<file path="src/uepf_pkg.sv">
package uepf_pkg;

  // Timing
  localparam int CLK_MHZ = 200;
  localparam int SUSP_TIME_US = 3000;
  localparam int SUSP_CYCLES = SUSP_TIME_US * CLK_MHZ;
  localparam int RSM_TIME_US = 1000;
  localparam int RSM_CYCLES = RSM_TIME_US * CLK_MHZ;

  // Bank geometry
  localparam logic [3:0] BANK_BYTES = 4'h8;

  // Register byte offsets
  localparam logic [7:0] OFS_CTRL = 8'h00;
  localparam logic [7:0] OFS_FLAGS = 8'h04;
  localparam logic [7:0] OFS_ENAB = 8'h08;
  localparam logic [7:0] OFS_ADDR = 8'h0c;
  localparam logic [7:0] OFS_FNUMH = 8'h10;
  localparam logic [7:0] OFS_FNUML = 8'h14;
  localparam logic [7:0] OFS_EPCFG = 8'h18;
  localparam logic [7:0] OFS_OSTAT = 8'h20;
  localparam logic [7:0] OFS_OCNT = 8'h24;
  localparam logic [7:0] OFS_ODATA = 8'h28;
  localparam logic [7:0] OFS_OEN = 8'h2c;
  localparam logic [7:0] OFS_ISTAT = 8'h30;
  localparam logic [7:0] OFS_IDATA = 8'h34;
  localparam logic [7:0] OFS_IEN = 8'h38;

  // device_control fields
  localparam int CTRL_DETACH = 0;
  localparam int CTRL_RMW = 1;
  localparam int CTRL_LSM = 2;
  localparam logic DETACH_RESET = 1'b1;

  // device_interrupt_flags / enables fields
  localparam int FLG_UPRS = 6;
  localparam int FLG_EORS = 5;
  localparam int FLG_WAKE = 4;
  localparam int FLG_EORST = 3;
  localparam int FLG_SOF = 2;
  localparam int FLG_SUSP = 0;
  localparam logic [7:0] FLAGS_MASK = 8'h7d;
  localparam logic [7:0] FLAGS_RESET = 8'h00;
  localparam logic [7:0] ENAB_RESET = 8'h00;

  // device_address and frame_number_high fields
  localparam int ADDR_EN = 7;
  localparam int FN_CRCERR = 4;

  // Endpoint status fields
  localparam int EP_BANKCTL = 7;
  localparam int EP_ACCESS = 5;
  localparam int EP_UNDER = 3;
  localparam int EP_OVER = 2;
  localparam int EP_STALL = 1;
  localparam int EP_MAIN = 0;
  localparam logic [7:0] OUT_FLAG_MASK = 8'h0f;
  localparam logic [7:0] IN_FLAG_MASK = 8'h09;
  localparam logic [7:0] IN_FLAGS_RESET = 8'h01;

  // Endpoint configuration fields
  localparam int CFG_ODBL = 0;
  localparam int CFG_IDBL = 1;
  localparam int CFG_OISO = 2;
  localparam int CFG_IISO = 3;
  localparam int CFG_KILL = 4;
  localparam logic [3:0] EPCFG_RESET = 4'h0;

  typedef struct packed {
    logic start;
    logic valid;
    logic [7:0] data;
    logic done;
    logic crc_err;
  } uepf_out_pkt_t;

  typedef struct packed {
    logic idle_j;
    logic activity;
    logic sof;
    logic sof_crc_err;
    logic [10:0] sof_frame;
    logic bus_reset_end;
    logic resume_end;
  } uepf_line_t;

  typedef struct packed {
    logic valid;
    logic last;
    logic [7:0] data;
  } uepf_in_stream_t;

  typedef struct packed {
    logic out_ack;
    logic out_nak;
    logic in_nak;
  } uepf_hshake_t;

  // Sticky flag update: a hardware set wins over a clear
  function automatic logic [7:0] flag_next(input logic [7:0] cur,
                                           input logic [7:0] set,
                                           input logic [7:0] clr);
    flag_next = (cur & ~clr) | set;
  endfunction

endpackage

</file>
<file path="src/uepf_top.sv">
`timescale 1ns/1ps
`default_nettype none

// Summary of operation
// - Read-allowed set while unread bytes remain
// - Bank filled sets rx flag; irq if enabled
// - Byte count exposed; each read pops next byte
// - Release onto full second bank sets rx flag again
// - IN bank free sets tx flag and bank_control
// - Write-allowed set while IN bank has room
// - Release onto free next bank sets tx flag
// - Discard bit kills last written IN bank
// - Iso IN token on empty bank flags underflow
// - Iso OUT packet with banks full dropped, underflow
// - Iso OUT CRC error sets stall flag and rx
// - Oversized OUT packet: overflow, ack, keep head
// - Speed bit picks pull-up; ignored in host
// - Remote wake only in suspend; hardware clears
// - Detach removes pull-up, clearing reconnects it
// - Device flags set by hardware, software clears
// - Frame start flag per SOF, with CRC error
// - Address enable set by software, hardware clears
// - Frame number kept from last SOF
// - OUT bank full sets rx and bank_control
// - Clearing bank_control frees and switches bank
module uepf_top
  import uepf_pkg::*;
#(
  parameter int SUSPEND_CYCLES = SUSP_CYCLES,
  parameter int RESUME_CYCLES = RSM_CYCLES
) (
  // Clock and reset
  input wire logic hclk,
  input wire logic hresetn,
  // AHB-Lite slave
  input wire logic hsel,
  input wire logic [31:0] haddr,
  input wire logic [1:0] htrans,
  input wire logic hwrite,
  input wire logic [2:0] hsize,
  input wire logic [31:0] hwdata,
  input wire logic hready,
  output logic hreadyout,
  output logic hresp,
  output logic [31:0] hrdata,
  // USB line side
  input wire logic host_mode,
  input wire uepf_line_t line,
  input wire uepf_out_pkt_t out_pkt,
  input wire logic in_token,
  output uepf_in_stream_t in_strm,
  output uepf_hshake_t hshake,
  // Pads and status
  output logic dp_pullup,
  output logic dm_pullup,
  output logic resume_drive,
  output logic [6:0] usb_address,
  output logic ep_out_irq,
  output logic ep_in_irq,
  output logic device_irq
);

  logic rd_wait;
  logic wr_pend;
  logic [7:0] a_ofs;
  logic [7:0] wd;
  logic [7:0] rmux;
  logic acc;

  logic detach;
  logic low_speed_select;
  logic rmw;
  logic rmw_start;
  logic [23:0] rsm_cnt;
  logic [23:0] susp_cnt;
  logic susp_hit;
  logic [7:0] flags;
  logic [7:0] enab;
  logic [7:0] f_set;
  logic [7:0] f_clr;
  logic [6:0] addr_val;
  logic addr_en;
  logic [10:0] frame_counter_value;
  logic fn_crc;
  logic [3:0] cfg;
  logic kill;

  logic [7:0] omem [0:1][0:7];
  logic [1:0] obusy;
  logic [3:0] ocnt [0:1];
  logic ocur;
  logic ofill;
  logic [3:0] owp;
  logic [3:0] orp;
  logic orecv;
  logic [7:0] ofl;
  logic [7:0] oen;
  logic [7:0] oset;
  logic o_done_ok;
  logic o_rel;
  logic o_access;
  logic o_pop;

  logic [7:0] imem [0:1][0:7];
  logic [1:0] ibusy;
  logic [3:0] icnt [0:1];
  logic icur;
  logic isend;
  logic [3:0] iwp;
  logic [3:0] irp;
  logic isending;
  logic [7:0] ifl;
  logic [7:0] ien;
  logic [7:0] iset;
  logic i_access;
  logic i_push;
  logic i_rel;
  logic i_last;
  logic i_end;
  logic ilast;
  logic i_kill;

  // Bus slave: writes take effect at the end of their data phase,
  // reads insert one wait state so they see every earlier write.
  assign acc = hsel & htrans[1] & hready;
  assign wd = hwdata[7:0];
  assign hreadyout = ~rd_wait;
  assign hresp = 1'b0;

  always_ff @(posedge hclk or negedge hresetn) begin
    if (!hresetn) begin
      a_ofs <= 8'h00;
      rd_wait <= 1'b0;
      wr_pend <= 1'b0;
    end else begin
      rd_wait <= acc & ~hwrite;
      wr_pend <= acc & hwrite;
      if (acc) begin
        a_ofs <= haddr[7:0];
      end
    end
  end

  always_ff @(posedge hclk or negedge hresetn) begin
    if (!hresetn) begin
      hrdata <= 32'h0000_0000;
    end else if (rd_wait) begin
      hrdata <= {24'h00_0000, rmux};
    end
  end

  // Device control
  always_ff @(posedge hclk or negedge hresetn) begin
    if (!hresetn) begin
      detach <= DETACH_RESET;
      low_speed_select <= 1'b0;
    end else if (wr_pend && a_ofs == OFS_CTRL) begin
      detach <= wd[CTRL_DETACH];
      low_speed_select <= wd[CTRL_LSM];
    end
  end

  assign dp_pullup = ~detach & ~host_mode & ~low_speed_select;
  assign dm_pullup = ~detach & ~host_mode & low_speed_select;

  // Remote wake; a software clear is ignored
  assign rmw_start = wr_pend && a_ofs == OFS_CTRL && wd[CTRL_RMW] &&
                     flags[FLG_SUSP] && !rmw;

  always_ff @(posedge hclk or negedge hresetn) begin
    if (!hresetn) begin
      rmw <= 1'b0;
      rsm_cnt <= 24'h00_0000;
    end else if (rmw_start) begin
      rmw <= 1'b1;
      rsm_cnt <= 24'(RESUME_CYCLES - 1);
    end else if (rmw) begin
      if (rsm_cnt == 24'h00_0000) begin
        rmw <= 1'b0;
      end else begin
        rsm_cnt <= rsm_cnt - 24'h00_0001;
      end
    end
  end

  assign resume_drive = rmw;

  // Idle J counter for suspend detection
  always_ff @(posedge hclk or negedge hresetn) begin
    if (!hresetn) begin
      susp_cnt <= 24'h00_0000;
    end else if (!line.idle_j) begin
      susp_cnt <= 24'h00_0000;
    end else if (susp_cnt != 24'(SUSPEND_CYCLES)) begin
      susp_cnt <= susp_cnt + 24'h00_0001;
    end
  end

  assign susp_hit = line.idle_j &&
                    susp_cnt == 24'(SUSPEND_CYCLES - 1);

  // Device interrupt flags
  always_comb begin
    f_set = 8'h00;
    f_set[FLG_UPRS] = rmw_start;
    f_set[FLG_EORS] = line.resume_end;
    f_set[FLG_WAKE] = line.activity;
    f_set[FLG_EORST] = line.bus_reset_end;
    f_set[FLG_SOF] = line.sof;
    f_set[FLG_SUSP] = susp_hit;
    f_clr = (wr_pend && a_ofs == OFS_FLAGS) ? ~wd : 8'h00;
    f_clr[FLG_SUSP] = f_clr[FLG_SUSP] | line.activity | rmw_start;
    f_clr[FLG_WAKE] = f_clr[FLG_WAKE] | susp_hit;
  end

  always_ff @(posedge hclk or negedge hresetn) begin
    if (!hresetn) begin
      flags <= FLAGS_RESET;
    end else begin
      flags <= flag_next(flags, f_set, f_clr) & FLAGS_MASK;
    end
  end

  always_ff @(posedge hclk or negedge hresetn) begin
    if (!hresetn) begin
      enab <= ENAB_RESET;
    end else if (wr_pend && a_ofs == OFS_ENAB) begin
      enab <= wd & FLAGS_MASK;
    end
  end

  assign device_irq = |(flags & enab);

  // Device address
  always_ff @(posedge hclk or negedge hresetn) begin
    if (!hresetn) begin
      addr_val <= 7'h00;
      addr_en <= 1'b0;
    end else begin
      if (wr_pend && a_ofs == OFS_ADDR) begin
        addr_val <= wd[6:0];
      end
      if (line.bus_reset_end) begin
        addr_en <= 1'b0;
      end else if (wr_pend && a_ofs == OFS_ADDR && wd[ADDR_EN]) begin
        addr_en <= 1'b1;
      end
    end
  end

  assign usb_address = addr_en ? addr_val : 7'h00;

  // Frame number, updated even on a corrupted SOF
  always_ff @(posedge hclk or negedge hresetn) begin
    if (!hresetn) begin
      frame_counter_value <= 11'h000;
      fn_crc <= 1'b0;
    end else if (line.sof) begin
      frame_counter_value <= line.sof_frame;
      fn_crc <= line.sof_crc_err;
    end
  end

  // Endpoint configuration; the discard bit self-clears
  assign kill = wr_pend && a_ofs == OFS_EPCFG && wd[CFG_KILL];

  always_ff @(posedge hclk or negedge hresetn) begin
    if (!hresetn) begin
      cfg <= EPCFG_RESET;
      oen <= 8'h00;
      ien <= 8'h00;
    end else begin
      if (wr_pend && a_ofs == OFS_EPCFG) begin
        cfg <= wd[3:0];
      end
      if (wr_pend && a_ofs == OFS_OEN) begin
        oen <= wd & OUT_FLAG_MASK;
      end
      if (wr_pend && a_ofs == OFS_IEN) begin
        ien <= wd & IN_FLAG_MASK;
      end
    end
  end

  // OUT endpoint
  assign o_done_ok = out_pkt.done && orecv &&
                     !(out_pkt.crc_err && !cfg[CFG_OISO]);
  assign o_rel = wr_pend && a_ofs == OFS_OSTAT && !wd[EP_BANKCTL] &&
                 obusy[ocur];
  assign o_access = obusy[ocur] && orp < ocnt[ocur];
  assign o_pop = rd_wait && a_ofs == OFS_ODATA && o_access;

  always_comb begin
    oset = 8'h00;
    oset[EP_MAIN] = (o_done_ok && ofill == ocur && !o_rel) ||
                    (o_rel && cfg[CFG_ODBL] && (obusy[~ocur] ||
                     (o_done_ok && ofill == ~ocur)));
    oset[EP_STALL] = o_done_ok && cfg[CFG_OISO] &&
                     out_pkt.crc_err;
    oset[EP_OVER] = orecv && out_pkt.valid &&
                    owp == BANK_BYTES;
    oset[EP_UNDER] = out_pkt.start && obusy[ofill] &&
                     cfg[CFG_OISO];
  end

  always_ff @(posedge hclk) begin
    if (orecv && out_pkt.valid && owp < BANK_BYTES) begin
      omem[ofill][owp[2:0]] <= out_pkt.data;
    end
  end

  always_ff @(posedge hclk or negedge hresetn) begin
    if (!hresetn) begin
      orecv <= 1'b0;
      owp <= 4'h0;
      obusy <= 2'b00;
      ocnt[0] <= 4'h0;
      ocnt[1] <= 4'h0;
      ofill <= 1'b0;
      ocur <= 1'b0;
      orp <= 4'h0;
    end else begin
      if (out_pkt.start) begin
        orecv <= !obusy[ofill];
        owp <= 4'h0;
      end else if (out_pkt.done) begin
        orecv <= 1'b0;
      end else if (orecv && out_pkt.valid && owp < BANK_BYTES) begin
        owp <= owp + 4'h1;
      end
      if (o_done_ok) begin
        obusy[ofill] <= 1'b1;
        ocnt[ofill] <= owp;
        ofill <= cfg[CFG_ODBL] ? ~ofill : 1'b0;
      end
      if (o_rel) begin
        obusy[ocur] <= 1'b0;
        ocur <= cfg[CFG_ODBL] ? ~ocur : 1'b0;
        orp <= 4'h0;
      end else if (o_pop) begin
        orp <= orp + 4'h1;
      end
    end
  end

  always_ff @(posedge hclk or negedge hresetn) begin
    if (!hresetn) begin
      ofl <= 8'h00;
    end else begin
      ofl <= flag_next(ofl, oset, (wr_pend && a_ofs == OFS_OSTAT) ?
                       ~wd : 8'h00) & OUT_FLAG_MASK;
    end
  end

  assign ep_out_irq = |(ofl & oen);

  // IN endpoint
  assign i_access = !ibusy[icur] && iwp < BANK_BYTES;
  assign i_push = wr_pend && a_ofs == OFS_IDATA && i_access;
  assign i_rel = wr_pend && a_ofs == OFS_ISTAT && !wd[EP_BANKCTL] &&
                 !ibusy[icur];
  assign i_last = 4'(irp + 4'h1) >= icnt[isend];
  assign i_end = isending && i_last;
  assign ilast = cfg[CFG_IDBL] ? ~icur : icur;
  assign i_kill = kill && ibusy[ilast] &&
                  !(isending && isend == ilast);

  always_comb begin
    iset = 8'h00;
    iset[EP_MAIN] = (i_end && isend == icur) ||
                    (i_kill && ilast == icur) ||
                    (i_rel && cfg[CFG_IDBL] && (!ibusy[~icur] ||
                     (i_end && isend == ~icur)));
    iset[EP_UNDER] = in_token && !isending && !ibusy[isend] &&
                     cfg[CFG_IISO];
  end

  always_ff @(posedge hclk) begin
    if (i_push) begin
      imem[icur][iwp[2:0]] <= wd;
    end
  end

  always_ff @(posedge hclk or negedge hresetn) begin
    if (!hresetn) begin
      ibusy <= 2'b00;
      icnt[0] <= 4'h0;
      icnt[1] <= 4'h0;
      icur <= 1'b0;
      isend <= 1'b0;
      iwp <= 4'h0;
      irp <= 4'h0;
      isending <= 1'b0;
    end else begin
      if (i_rel) begin
        ibusy[icur] <= 1'b1;
        icnt[icur] <= iwp;
        icur <= cfg[CFG_IDBL] ? ~icur : 1'b0;
        iwp <= 4'h0;
      end else if (i_push) begin
        iwp <= iwp + 4'h1;
      end
      if (i_kill) begin
        ibusy[ilast] <= 1'b0;
      end
      if (i_end) begin
        ibusy[isend] <= 1'b0;
        isend <= cfg[CFG_IDBL] ? ~isend : 1'b0;
        isending <= 1'b0;
      end else if (isending) begin
        irp <= irp + 4'h1;
      end else if (in_token && ibusy[isend]) begin
        isending <= 1'b1;
        irp <= 4'h0;
      end
    end
  end

  always_ff @(posedge hclk or negedge hresetn) begin
    if (!hresetn) begin
      ifl <= IN_FLAGS_RESET;
    end else begin
      ifl <= flag_next(ifl, iset, (wr_pend && a_ofs == OFS_ISTAT) ?
                       ~wd : 8'h00) & IN_FLAG_MASK;
    end
  end

  assign ep_in_irq = |(ifl & ien);

  // Line side outputs
  always_ff @(posedge hclk or negedge hresetn) begin
    if (!hresetn) begin
      in_strm <= '0;
      hshake <= '0;
    end else begin
      in_strm.valid <= isending && irp < icnt[isend];
      in_strm.last <= i_end;
      in_strm.data <= imem[isend][irp[2:0]];
      hshake.out_ack <= o_done_ok && !cfg[CFG_OISO];
      hshake.out_nak <= out_pkt.done && !orecv && !cfg[CFG_OISO];
      hshake.in_nak <= in_token && !isending && !ibusy[isend];
    end
  end

  // Register read mux
  always_comb begin
    unique case (a_ofs)
      OFS_CTRL: rmux = {5'h00, low_speed_select, rmw, detach};
      OFS_FLAGS: rmux = flags;
      OFS_ENAB: rmux = enab;
      OFS_ADDR: rmux = {addr_en, addr_val};
      OFS_FNUMH: rmux = {3'h0, fn_crc, 1'b0, frame_counter_value[10:8]};
      OFS_FNUML: rmux = frame_counter_value[7:0];
      OFS_EPCFG: rmux = {4'h0, cfg};
      OFS_OSTAT: rmux = {obusy[ocur], 1'b0, o_access, 1'b0, ofl[3:0]};
      OFS_OCNT: rmux = {4'h0, obusy[ocur] ? ocnt[ocur] : 4'h0};
      OFS_ODATA: rmux = o_access ? omem[ocur][orp[2:0]] : 8'h00;
      OFS_OEN: rmux = oen;
      OFS_ISTAT: rmux = {!ibusy[icur], 1'b0, i_access, 1'b0, ifl[3:0]};
      OFS_IEN: rmux = ien;
      default: rmux = 8'h00;
    endcase
  end

endmodule

`default_nettype wire

</file>
<file path="config.mk">
export PLATFORM = sky130hd
export DESIGN_NAME = uepf_top
export DESIGN_NICKNAME = d
export VERILOG_FILES = /design/src/uepf_pkg.sv /design/src/uepf_top.sv
export SDC_FILE = /design/constraint.sdc
export NUM_CORES = 1
export LEC_CHECK = 0
export ABC_CLOCK_PERIOD_IN_PS = 4800
export BUFFER_PORTS_ARGS = -buffer_cell sky130_fd_sc_hd__buf_2
export CAP_MARGIN = 20
export CORE_UTILIZATION = 45
export CTS_BUF_LIST = sky130_fd_sc_hd__clkbuf_8
export DETAILED_ROUTE_END_ITERATION = 10
export GPL_TIMING_DRIVEN = 0
export PLACE_DENSITY = 0.7
export SETUP_SLACK_MARGIN = 0.02
export SYNTH_ARGS = -nofsm -noshare
export SYNTH_HDL_FRONTEND = slang
export SYNTH_SLANG_ARGS = --single-unit
</file>
<file path="constraint.sdc">
create_clock -name hclk -period 4.8 [get_ports hclk]
set_input_delay 1.44 -clock hclk [delete_from_list [all_inputs] [get_ports hclk]]
set_output_delay 1.44 -clock hclk [all_outputs]
set_load 0.005 [all_outputs]
</file>
==> report_table.html, run 1 <==
<table>
<tr><th>Metric</th><th>Value</th></tr>
<tr><th colspan="2">CTS</th></tr>
<tr><td>Clock buffers created by TritonCTS</td><td>73</td></tr>
<tr><td>CTS Buffer Depth</td><td>3</td></tr>
<tr><td>TritonCTS clock tree</td><td>yes</td></tr>
<tr><td>Postcts setup bufs</td><td>0</td></tr>
<tr><td>H-tree Lvls</td><td>3</td></tr>
<tr><td>Post-CTS clock slew at the launch and capture registers of the worst setup and hold paths</td><td>0.06 ns</td></tr>
<tr><td>Count of clock tree sinks</td><td>428</td></tr>
<tr><td>Clock latency on the worst-skew pair</td><td>0.62 ns</td></tr>
<tr><td>Hold-fix buffers, CTS</td><td>0</td></tr>
<tr><td>Cell at the root of the clock tree</td><td>sky130_fd_sc_hd__clkbuf_8</td></tr>
<tr><td>Resized Gates After CTS</td><td>0</td></tr>
<tr><th colspan="2">Global routing</th></tr>
<tr><td>Initial antenna violation count</td><td>5</td></tr>
<tr><td>Maximum number of pins on one net before global-route repair</td><td>89</td></tr>
<tr><td>Via count of the first global-routing pass</td><td>11.37k</td></tr>
<tr><td>First-pass GRT wire length</td><td>65.14 mm</td></tr>
<tr><td>Global-route congestion overflow total</td><td>0</td></tr>
<tr><td>Overall routing resource usage</td><td>0.2048</td></tr>
<tr><th colspan="2">Floorplan</th></tr>
<tr><td>Cell row count</td><td>74</td></tr>
<tr><td>Core Box Area</td><td>40830 um^2</td></tr>
<tr><td>Width of the die</td><td>205.5 um</td></tr>
<tr><td>Total Die Area</td><td>42250 um^2</td></tr>
<tr><td>Count of boundary I/O pins</td><td>165</td></tr>
<tr><td>Starting utilization of the core area</td><td>0.4566</td></tr>
<tr><td>Vertical die dimension</td><td>205.5 um</td></tr>
<tr><th colspan="2">Critical path</th></tr>
<tr><td>Most numerous cell on the critical path</td><td>sky130_fd_sc_hd__clkbuf_1</td></tr>
<tr><td>Slowest cell on the critical path</td><td>sky130_fd_sc_hd__nor4_2</td></tr>
<tr><td>Worst Setup End Kind</td><td>flop</td></tr>
<tr><td>CP max FO</td><td>10</td></tr>
<tr><td>Path type of the worst setup path</td><td>flop to flop</td></tr>
<tr><td>Biggest cell delay along the critical path</td><td>0.75 ns</td></tr>
<tr><td>Arrival time of data at the critical path endpoint</td><td>4.42 ns</td></tr>
<tr><td>Cell class contributing the biggest share of worst-path delay</td><td>buffers and inverters</td></tr>
<tr><td>CP required</td><td>5.27 ns</td></tr>
<tr><td>Kind of start point of the critical path</td><td>flop</td></tr>
<tr><td>Buf+Inv Stages, Crit Path</td><td>3</td></tr>
<tr><td>Crit path cell chain</td><td>clkbuf_1 &gt; buf_2 &gt; clkbuf_1 &gt; mux2i_1 &gt; ha_1 &gt; a21oi_1 &gt; nand3_1 &gt; nor4_2 &gt; xnor2_1 &gt; nor2_1</td></tr>
<tr><th colspan="2">Power</th></tr>
<tr><td>Peak supply drop</td><td>194.6 uV</td></tr>
<tr><td>Standby leakage power</td><td>7.937 nW</td></tr>
<tr><td>Power per unit of standard cell area</td><td>403.9 nW/um^2</td></tr>
<tr><th colspan="2">Logic synthesis</th></tr>
<tr><td>Post-synthesis instance total</td><td>1239</td></tr>
<tr><td>Post-Syn Area per Cell</td><td>15.05 um^2</td></tr>
<tr><td>Most used flip-flop cell after synthesis</td><td>sky130_fd_sc_hd__edfxtp_1</td></tr>
<tr><td>FF+latch count, synth</td><td>428</td></tr>
<tr><td>Sequential cell area fraction in the yosys report</td><td>0.6434</td></tr>
<tr><td>Yosys Warn Count</td><td>0</td></tr>
<tr><td>Number of enable-type register cells in the synthesized netlist</td><td>256</td></tr>
<tr><td>Number of distinct standard cells referenced by the synthesized netlist</td><td>73</td></tr>
<tr><td>Netlist Area Pre-Place</td><td>18640 um^2</td></tr>
<tr><td>Share of synthesized registers carrying an async set or reset</td><td>0.4019</td></tr>
<tr><th colspan="2">Status</th></tr>
<tr><td>Status</td><td>complete, no violations</td></tr>
<tr><th colspan="2">STA</th></tr>
<tr><td>Final critical-path required period</td><td>3.952 ns</td></tr>
<tr><td>Period Utilization, post-route</td><td>0.8234</td></tr>
<tr><td>Setup repair after global routing missed its margin</td><td>false</td></tr>
<tr><td>Final number of max-transition violations</td><td>0</td></tr>
<tr><td>Hold violation total from the final report</td><td>0</td></tr>
<tr><td>Fmax</td><td>253.0 MHz</td></tr>
<tr><td>Setup violations, final</td><td>0</td></tr>
<tr><td>Slew Limit Headroom</td><td>0.2577</td></tr>
<tr><td>Slew at the pin with the worst max-slew slack</td><td>1.109 ns</td></tr>
<tr><td>Clock tree skew after final layout</td><td>0.03006 ns</td></tr>
<tr><td>Hold slack</td><td>0.4805 ns</td></tr>
<tr><th colspan="2">Final layout</th></tr>
<tr><td>Most common cell after layout, fill and taps aside</td><td>sky130_fd_sc_hd__edfxtp_1</td></tr>
<tr><td>Multi-input gate area</td><td>6297 um^2</td></tr>
<tr><td>Number of nets in the layout</td><td>1560</td></tr>
<tr><td>Reg area</td><td>11990 um^2</td></tr>
<tr><td>Most frequent cells in the layout</td><td>256 x sky130_fd_sc_hd__edfxtp_1, 170 x sky130_fd_sc_hd__dfrtp_1, 92 x sky130_fd_sc_hd__buf_2</td></tr>
<tr><td>Area growth from synthesis to layout</td><td>14.88%</td></tr>
<tr><td>Proportion of layout cells with a drive suffix above 1</td><td>0.2659</td></tr>
<tr><td>Util after Layout</td><td>0.5245</td></tr>
<tr><td>Fillers</td><td>3332</td></tr>
<tr><th colspan="2">Place</th></tr>
<tr><td>Weighted congestion reported at the end of routability-driven placement</td><td>0.8936</td></tr>
<tr><td>Number of port buffers</td><td>87</td></tr>
<tr><td>Post-DP HPWL</td><td>29.04 mm</td></tr>
<tr><th colspan="2">Drt</th></tr>
<tr><td>Detailed Route WL</td><td>42.04 mm</td></tr>
<tr><td>Starting DRT DRC Count</td><td>897</td></tr>
<tr><td>Post-DR wirelength/cell</td><td>20.75 um</td></tr>
<tr><td>Count of antenna-violating nets left after detailed routing</td><td>0</td></tr>
<tr><td>Vias per Instance</td><td>5.580</td></tr>
<tr><td>DR vias</td><td>11.31k</td></tr>
<tr><td>First-pass detailed-route iteration total</td><td>5</td></tr>
<tr><td>Number of DRC violations after detailed routing</td><td>0</td></tr>
<tr><th colspan="2">Hold path</th></tr>
<tr><td>Classification of the worst-slack hold path</td><td>flop to flop</td></tr>
<tr><th colspan="2">Run</th></tr>
<tr><td>Max cap viols</td><td>0</td></tr>
</table>
==> power breakdown <==
group          switching [mW]  leakage (nW)  internal, mW  total, mW
sequential              0.115          4.39          4.06       4.18
clock                    1.48         0.826          1.72       3.21
combinational           0.690          2.72         0.579       1.27
==> state kept, by name, summed over array words and instances (netlist names), 3 cells and up <==
signal,flops
imem,128
omem,128
rsm_cnt,24
susp_cnt,24
frame_counter_value,11
in_strm,10
a_ofs,8
hrdata,8
icnt,8
ocnt,8
addr_val,7
enab,6
flags,6
cfg,4
irp,4
iwp,4
oen,4
ofl,4
orp,4
owp,4
hshake,3
==> area by class of cell <==
| cell class | instances | area share |
|---|---|---|
| Clock buffer | 77 | 0.04948 |
| Antenna cell | 1 | 0.0001168 |
| Tap cell | 532 | 0.03108 |
| Multi-Input combinational cell | 737 | 0.2940 |
| Buffer | 72 | 0.01729 |
| Clock inverter | 56 | 0.01758 |
| Sequential cell | 428 | 0.5600 |
| Inverter | 26 | 0.004557 |
| Timing Repair Buffer | 97 | 0.02582 |
==> cell families after synthesis <==
group | synth area share
adders and majority gates | 0.01342
buffers and inverters | 0.02510
muxes | 0.1495
AOI/OAI and AO/OA | 0.05282
and+or+nand+nor | 0.1015
xor gates and xnor gates | 0.01409
other | 0.0002011
DFF | 0.6434
==> routing by layer <==
layer	share of wire	up-vias	track usage	wire length, um
li1	-	5158	-	-
met1	0.44	5708	0.2781	18370
met5	0.00081	-	0	34
met3	0.062	77	0.04720	2614
met4	0.020	6	0.06481	855
met2	0.48	357	0.3268	20170
==> Yosys cell counts, types with 10 or more instances <==
cell type,n,area [um^2]
sky130_fd_sc_hd__a21oi_1,18,90.09
sky130_fd_sc_hd__a22oi_1,14,105.1
sky130_fd_sc_hd__and2_1,25,156.4
sky130_fd_sc_hd__and3_1,10,62.56
sky130_fd_sc_hd__buf_1,10,37.54
sky130_fd_sc_hd__buf_4,25,187.7
sky130_fd_sc_hd__clkbuf_1,32,120.1
sky130_fd_sc_hd__dfrtp_1,170,4254
sky130_fd_sc_hd__edfxtp_1,256,7687
sky130_fd_sc_hd__ha_1,20,250.2
sky130_fd_sc_hd__inv_1,24,90.09
sky130_fd_sc_hd__mux2_2,67,754.5
sky130_fd_sc_hd__mux2i_1,23,230.2
sky130_fd_sc_hd__mux4_2,80,1802
sky130_fd_sc_hd__nand2_1,65,244.0
sky130_fd_sc_hd__nand2b_1,11,68.82
sky130_fd_sc_hd__nand3_1,47,235.2
sky130_fd_sc_hd__nor2_1,56,210.2
sky130_fd_sc_hd__nor3_1,31,155.2
sky130_fd_sc_hd__nor3b_1,10,75.07
sky130_fd_sc_hd__o211ai_1,10,75.07
sky130_fd_sc_hd__o21ai_0,55,275.3
sky130_fd_sc_hd__or3_1,13,81.33
sky130_fd_sc_hd__xnor2_1,18,157.7
sky130_fd_sc_hd__xor2_1,12,105.1
==> worst register-to-register path, cell delays in order (launching register included) <==
cell                       delay, ns
sky130_fd_sc_hd__dfrtp_1        0.32
sky130_fd_sc_hd__clkbuf_1       0.44
sky130_fd_sc_hd__buf_2          0.45
sky130_fd_sc_hd__clkbuf_1       0.46
sky130_fd_sc_hd__mux2i_1        0.45
sky130_fd_sc_hd__ha_1           0.33
sky130_fd_sc_hd__a21oi_1        0.18
sky130_fd_sc_hd__nand3_1        0.15
sky130_fd_sc_hd__nor4_2         0.75
sky130_fd_sc_hd__xnor2_1        0.21
sky130_fd_sc_hd__nor2_1         0.05
==> through the flow <==
stage	area [um^2]	instances	setup slack (ns)	TNS [ns]	power, mW
final	21420	2026	0.8477	0	8.651
after global routing	21410	2025	0.5657	0	9.027
after CTS	21410	2025	0.8311	0	8.739
after detailed placement	19980	1892	0.8466	0	5.528
after global placement	19830	1882	-0.5035	-82.87	5.481
after floorplan	18730	1263	1.714	0	5.061
==> final timing paths <==
| check | start | end | slack, ns | depth (start not counted) |
|---|---|---|---|---|
| min reg2reg | rsm_cnt[12] | rsm_cnt[12] | 0.48 | 1 |
| max reg2reg | ocur | orp[0] | 0.85 | 10 |
| max | ocur | orp[0] | 0.85 | 10 |
| min | rsm_cnt[12] | rsm_cnt[12] | 0.48 | 1 |
| max in group asynchronous | hresetn | hshake[0] | 3.09 | 2 |
| min in group asynchronous | hresetn | rsm_cnt[23] | 0.81 | 1 |
Note: power is estimated with default switching activity, not from simulation.
==> run 2, diff against run 1 <==
--- a/config.mk
+++ b/config.mk
@@ -5,7 +5,7 @@
 export SDC_FILE = /design/constraint.sdc
 export NUM_CORES = 1
 export LEC_CHECK = 0
-export ABC_CLOCK_PERIOD_IN_PS = 4800
+export ABC_CLOCK_PERIOD_IN_PS = 4000
 export BUFFER_PORTS_ARGS = -buffer_cell sky130_fd_sc_hd__buf_2
 export CAP_MARGIN = 20
 export CORE_UTILIZATION = 45
==> constraint.sdc (replaced) <==
create_clock -name hclk -period 4 [get_ports hclk]
set_input_delay 1.2 -clock hclk [delete_from_list [all_inputs] [get_ports hclk]]
set_output_delay 1.2 -clock hclk [all_outputs]
set_load 0.005 [all_outputs]
==> report_table.html, run 2 (synthesized netlist as in run 1, its figures left out) <==
<table>
<tr><th>Metric</th><th>Value</th></tr>
<tr><th colspan="2">Status</th></tr>
<tr><td>Status</td><td>complete, no violations</td></tr>
<tr><th colspan="2">Final layout</th></tr>
<tr><td>Most frequent cells in the layout</td><td>256 x sky130_fd_sc_hd__edfxtp_1, 170 x sky130_fd_sc_hd__dfrtp_1, 92 x sky130_fd_sc_hd__buf_2</td></tr>
<tr><td>Area growth from synthesis to layout</td><td>14.91%</td></tr>
<tr><td>Multi-input gate area</td><td>6306 um^2</td></tr>
<tr><td>Fillers</td><td>3328</td></tr>
<tr><td>Reg area</td><td>11990 um^2</td></tr>
<tr><td>Proportion of layout cells with a drive suffix above 1</td><td>0.2661</td></tr>
<tr><td>Most common cell after layout, fill and taps aside</td><td>sky130_fd_sc_hd__edfxtp_1</td></tr>
<tr><td>Util after Layout</td><td>0.5246</td></tr>
<tr><td>Number of nets in the layout</td><td>1559</td></tr>
<tr><th colspan="2">Critical path</th></tr>
<tr><td>Start of the worst register-to-register path</td><td>ocur</td></tr>
<tr><td>CP max FO</td><td>19</td></tr>
<tr><td>Path type of the worst setup path</td><td>flop to flop</td></tr>
<tr><td>CP required</td><td>4.56 ns</td></tr>
<tr><td>Arrival time of data at the critical path endpoint</td><td>4.08 ns</td></tr>
<tr><td>R2r setup slk</td><td>0.49 ns</td></tr>
<tr><td>Kind of start point of the critical path</td><td>flop</td></tr>
<tr><td>R2r worst-path depth</td><td>9</td></tr>
<tr><td>End of the worst register-to-register path</td><td>orp[3]</td></tr>
<tr><td>Worst Setup End Kind</td><td>flop</td></tr>
<tr><th colspan="2">Hold path</th></tr>
<tr><td>Cells on Worst Hold Path</td><td>1</td></tr>
<tr><td>Hold Path Sink</td><td>rsm_cnt[12]</td></tr>
<tr><td>Classification of the worst-slack hold path</td><td>flop to flop</td></tr>
<tr><td>Start point of the worst min-delay path</td><td>rsm_cnt[12]</td></tr>
<tr><th colspan="2">Floorplan</th></tr>
<tr><td>Total Die Area</td><td>42250 um^2</td></tr>
<tr><td>Count of boundary I/O pins</td><td>165</td></tr>
<tr><td>Core Box Area</td><td>40830 um^2</td></tr>
<tr><td>Vertical die dimension</td><td>205.5 um</td></tr>
<tr><td>Starting utilization of the core area</td><td>0.4566</td></tr>
<tr><td>Cell row count</td><td>74</td></tr>
<tr><td>Width of the die</td><td>205.5 um</td></tr>
<tr><th colspan="2">CTS</th></tr>
<tr><td>Count of clock tree sinks</td><td>428</td></tr>
<tr><td>Clock latency on the worst-skew pair</td><td>0.63 ns</td></tr>
<tr><td>Hold-fix buffers, CTS</td><td>0</td></tr>
<tr><td>H-tree Lvls</td><td>3</td></tr>
<tr><td>TritonCTS clock tree</td><td>yes</td></tr>
<tr><td>Post-CTS clock slew at the launch and capture registers of the worst setup and hold paths</td><td>0.06 ns</td></tr>
<tr><td>Clock buffers created by TritonCTS</td><td>73</td></tr>
<tr><td>Postcts setup bufs</td><td>0</td></tr>
<tr><td>Cell at the root of the clock tree</td><td>sky130_fd_sc_hd__clkbuf_8</td></tr>
<tr><td>CTS Buffer Depth</td><td>3</td></tr>
<tr><th colspan="2">STA</th></tr>
<tr><td>Slew at the pin with the worst max-slew slack</td><td>1.106 ns</td></tr>
<tr><td>Final number of max-transition violations</td><td>0</td></tr>
<tr><td>Period Utilization, post-route</td><td>0.8779</td></tr>
<tr><td>Hold slack</td><td>0.4807 ns</td></tr>
<tr><td>Final worst-path setup slack</td><td>0.4883 ns</td></tr>
<tr><td>Fmax</td><td>284.8 MHz</td></tr>
<tr><td>Clock tree skew after final layout</td><td>0.03231 ns</td></tr>
<tr><td>Hold violation total from the final report</td><td>0</td></tr>
<tr><td>Setup repair after global routing missed its margin</td><td>false</td></tr>
<tr><td>Setup violations, final</td><td>0</td></tr>
<tr><td>Slew Limit Headroom</td><td>0.2600</td></tr>
<tr><td>Final critical-path required period</td><td>3.512 ns</td></tr>
<tr><th colspan="2">Global routing</th></tr>
<tr><td>Routing layer with the top usage in global route</td><td>met2</td></tr>
<tr><td>Met2 GRT Util</td><td>0.3268</td></tr>
<tr><td>Met3 demand-to-capacity share in global routing</td><td>0.04720</td></tr>
<tr><td>First-pass GRT wire length</td><td>65.14 mm</td></tr>
<tr><td>Maximum number of pins on one net before global-route repair</td><td>89</td></tr>
<tr><td>Overall routing resource usage</td><td>0.2048</td></tr>
<tr><td>Global-route met1 utilization</td><td>0.2781</td></tr>
<tr><td>Initial antenna violation count</td><td>5</td></tr>
<tr><td>Global-route congestion overflow total</td><td>0</td></tr>
<tr><td>Via count of the first global-routing pass</td><td>11.37k</td></tr>
<tr><th colspan="2">Drt</th></tr>
<tr><td>Post-DR wirelength/cell</td><td>20.82 um</td></tr>
<tr><td>First-pass detailed-route iteration total</td><td>5</td></tr>
<tr><td>Number of DRC violations after detailed routing</td><td>0</td></tr>
<tr><td>Detailed Route WL</td><td>42.16 mm</td></tr>
<tr><td>Starting DRT DRC Count</td><td>953</td></tr>
<tr><td>Count of antenna-violating nets left after detailed routing</td><td>0</td></tr>
<tr><td>DR vias</td><td>11.30k</td></tr>
<tr><td>Vias per Instance</td><td>5.580</td></tr>
<tr><th colspan="2">Place</th></tr>
<tr><td>Number of port buffers</td><td>87</td></tr>
<tr><td>Pre-CTS setup slack</td><td>0.04660 ns</td></tr>
<tr><td>Weighted congestion reported at the end of routability-driven placement</td><td>0.8936</td></tr>
<tr><td>Post-DP HPWL</td><td>29.04 mm</td></tr>
<tr><th colspan="2">Power</th></tr>
<tr><td>Power share of the sequential group</td><td>0.483</td></tr>
<tr><td>Sw Share</td><td>0.2646</td></tr>
<tr><td>Internal power</td><td>7.637 mW</td></tr>
<tr><td>Power per unit of standard cell area</td><td>484.8 nW/um^2</td></tr>
<tr><td>Post-layout power</td><td>10.39 mW</td></tr>
<tr><td>Share of power burned in the clock network</td><td>0.371</td></tr>
<tr><td>Switching power</td><td>2.748 mW</td></tr>
<tr><td>Share of power burned in combinational logic</td><td>0.147</td></tr>
<tr><td>Standby leakage power</td><td>7.939 nW</td></tr>
<tr><td>Peak supply drop</td><td>233.5 uV</td></tr>
<tr><th colspan="2">Run</th></tr>
<tr><td>Max cap viols</td><td>0</td></tr>
</table>
[run 2: changes by cell type in the layout (fill, tap and decap cells not counted), sizes merged]
cell / previous run / this run
clkbuf: 109 / 108
[run 2: power groups by stage]
stage               sequential (mW)  combinational (mW)  clock (mW)
finish                         5.01                1.53        3.85
global route                   5.03                1.67        4.13
CTS                            5.01                1.54        3.93
detailed placement             5.10                1.54           0
global placement               5.09                1.49           0
floorplan                      5.06                1.01           0
[run 2: cell type report]
cell class                 count  area share
sequential                   428      0.5599
antenna                        1   0.0001168
clock buffer                  77     0.04947
buffer                        71     0.01711
inverter                      26    0.004556
timing repair buffer          97     0.02582
clock inverter                56     0.01758
multi-input combinational    737      0.2944
tap                          532     0.03107
[run 2: what timing repair did]
item                       4_1_cts  5_1_grt
hold endpoints to repair         0        0
gates resized for setup          0        1
setup endpoints to repair        0       10
[run 2: how the worst max path moves through the flow]
stage	start	endpoint	slack (ns)	cells past startpoint
global placement	hresetn	susp_cnt[16]	-1.06	1
global route	irp[0]	ifl[0]	0.28	10
finish	ocur	orp[3]	0.49	9
detailed placement	ocur	hrdata[0]	0.05	10
CTS	ocur	orp[0]	0.03	10
floorplan	ocur	orp[3]	0.96	10
[run 2: layer usage]
layer / vias to the layer above / wire length [um]
li1: 5154 / -
met4: 6 / 859
met3: 78 / 2837
met2: 378 / 20210
met5: - / 34
met1: 5684 / 18220
[run 2: worst max-delay path: stages (launching register included)]
cell	delay [ns]
sky130_fd_sc_hd__dfrtp_1	0.32
sky130_fd_sc_hd__clkbuf_1	0.42
sky130_fd_sc_hd__buf_2	0.57
sky130_fd_sc_hd__mux2i_1	0.44
sky130_fd_sc_hd__ha_1	0.31
sky130_fd_sc_hd__o211ai_1	0.15
sky130_fd_sc_hd__a21oi_1	0.12
sky130_fd_sc_hd__or4b_1	0.55
sky130_fd_sc_hd__or4_1	0.49
sky130_fd_sc_hd__nand2_1	0.08
[run 2: metrics by stage]
| stage | std cells | instance area [um^2] | TNS (ns) |
|---|---|---|---|
| finish | 2025 | 21420 | 0 |
| global route | 2024 | 21420 | 0 |
| CTS | 2025 | 21410 | 0 |
| detailed placement | 1892 | 19980 | 0 |
| global placement | 1882 | 19830 | -178.08 |
| floorplan | 1263 | 18730 | 0 |
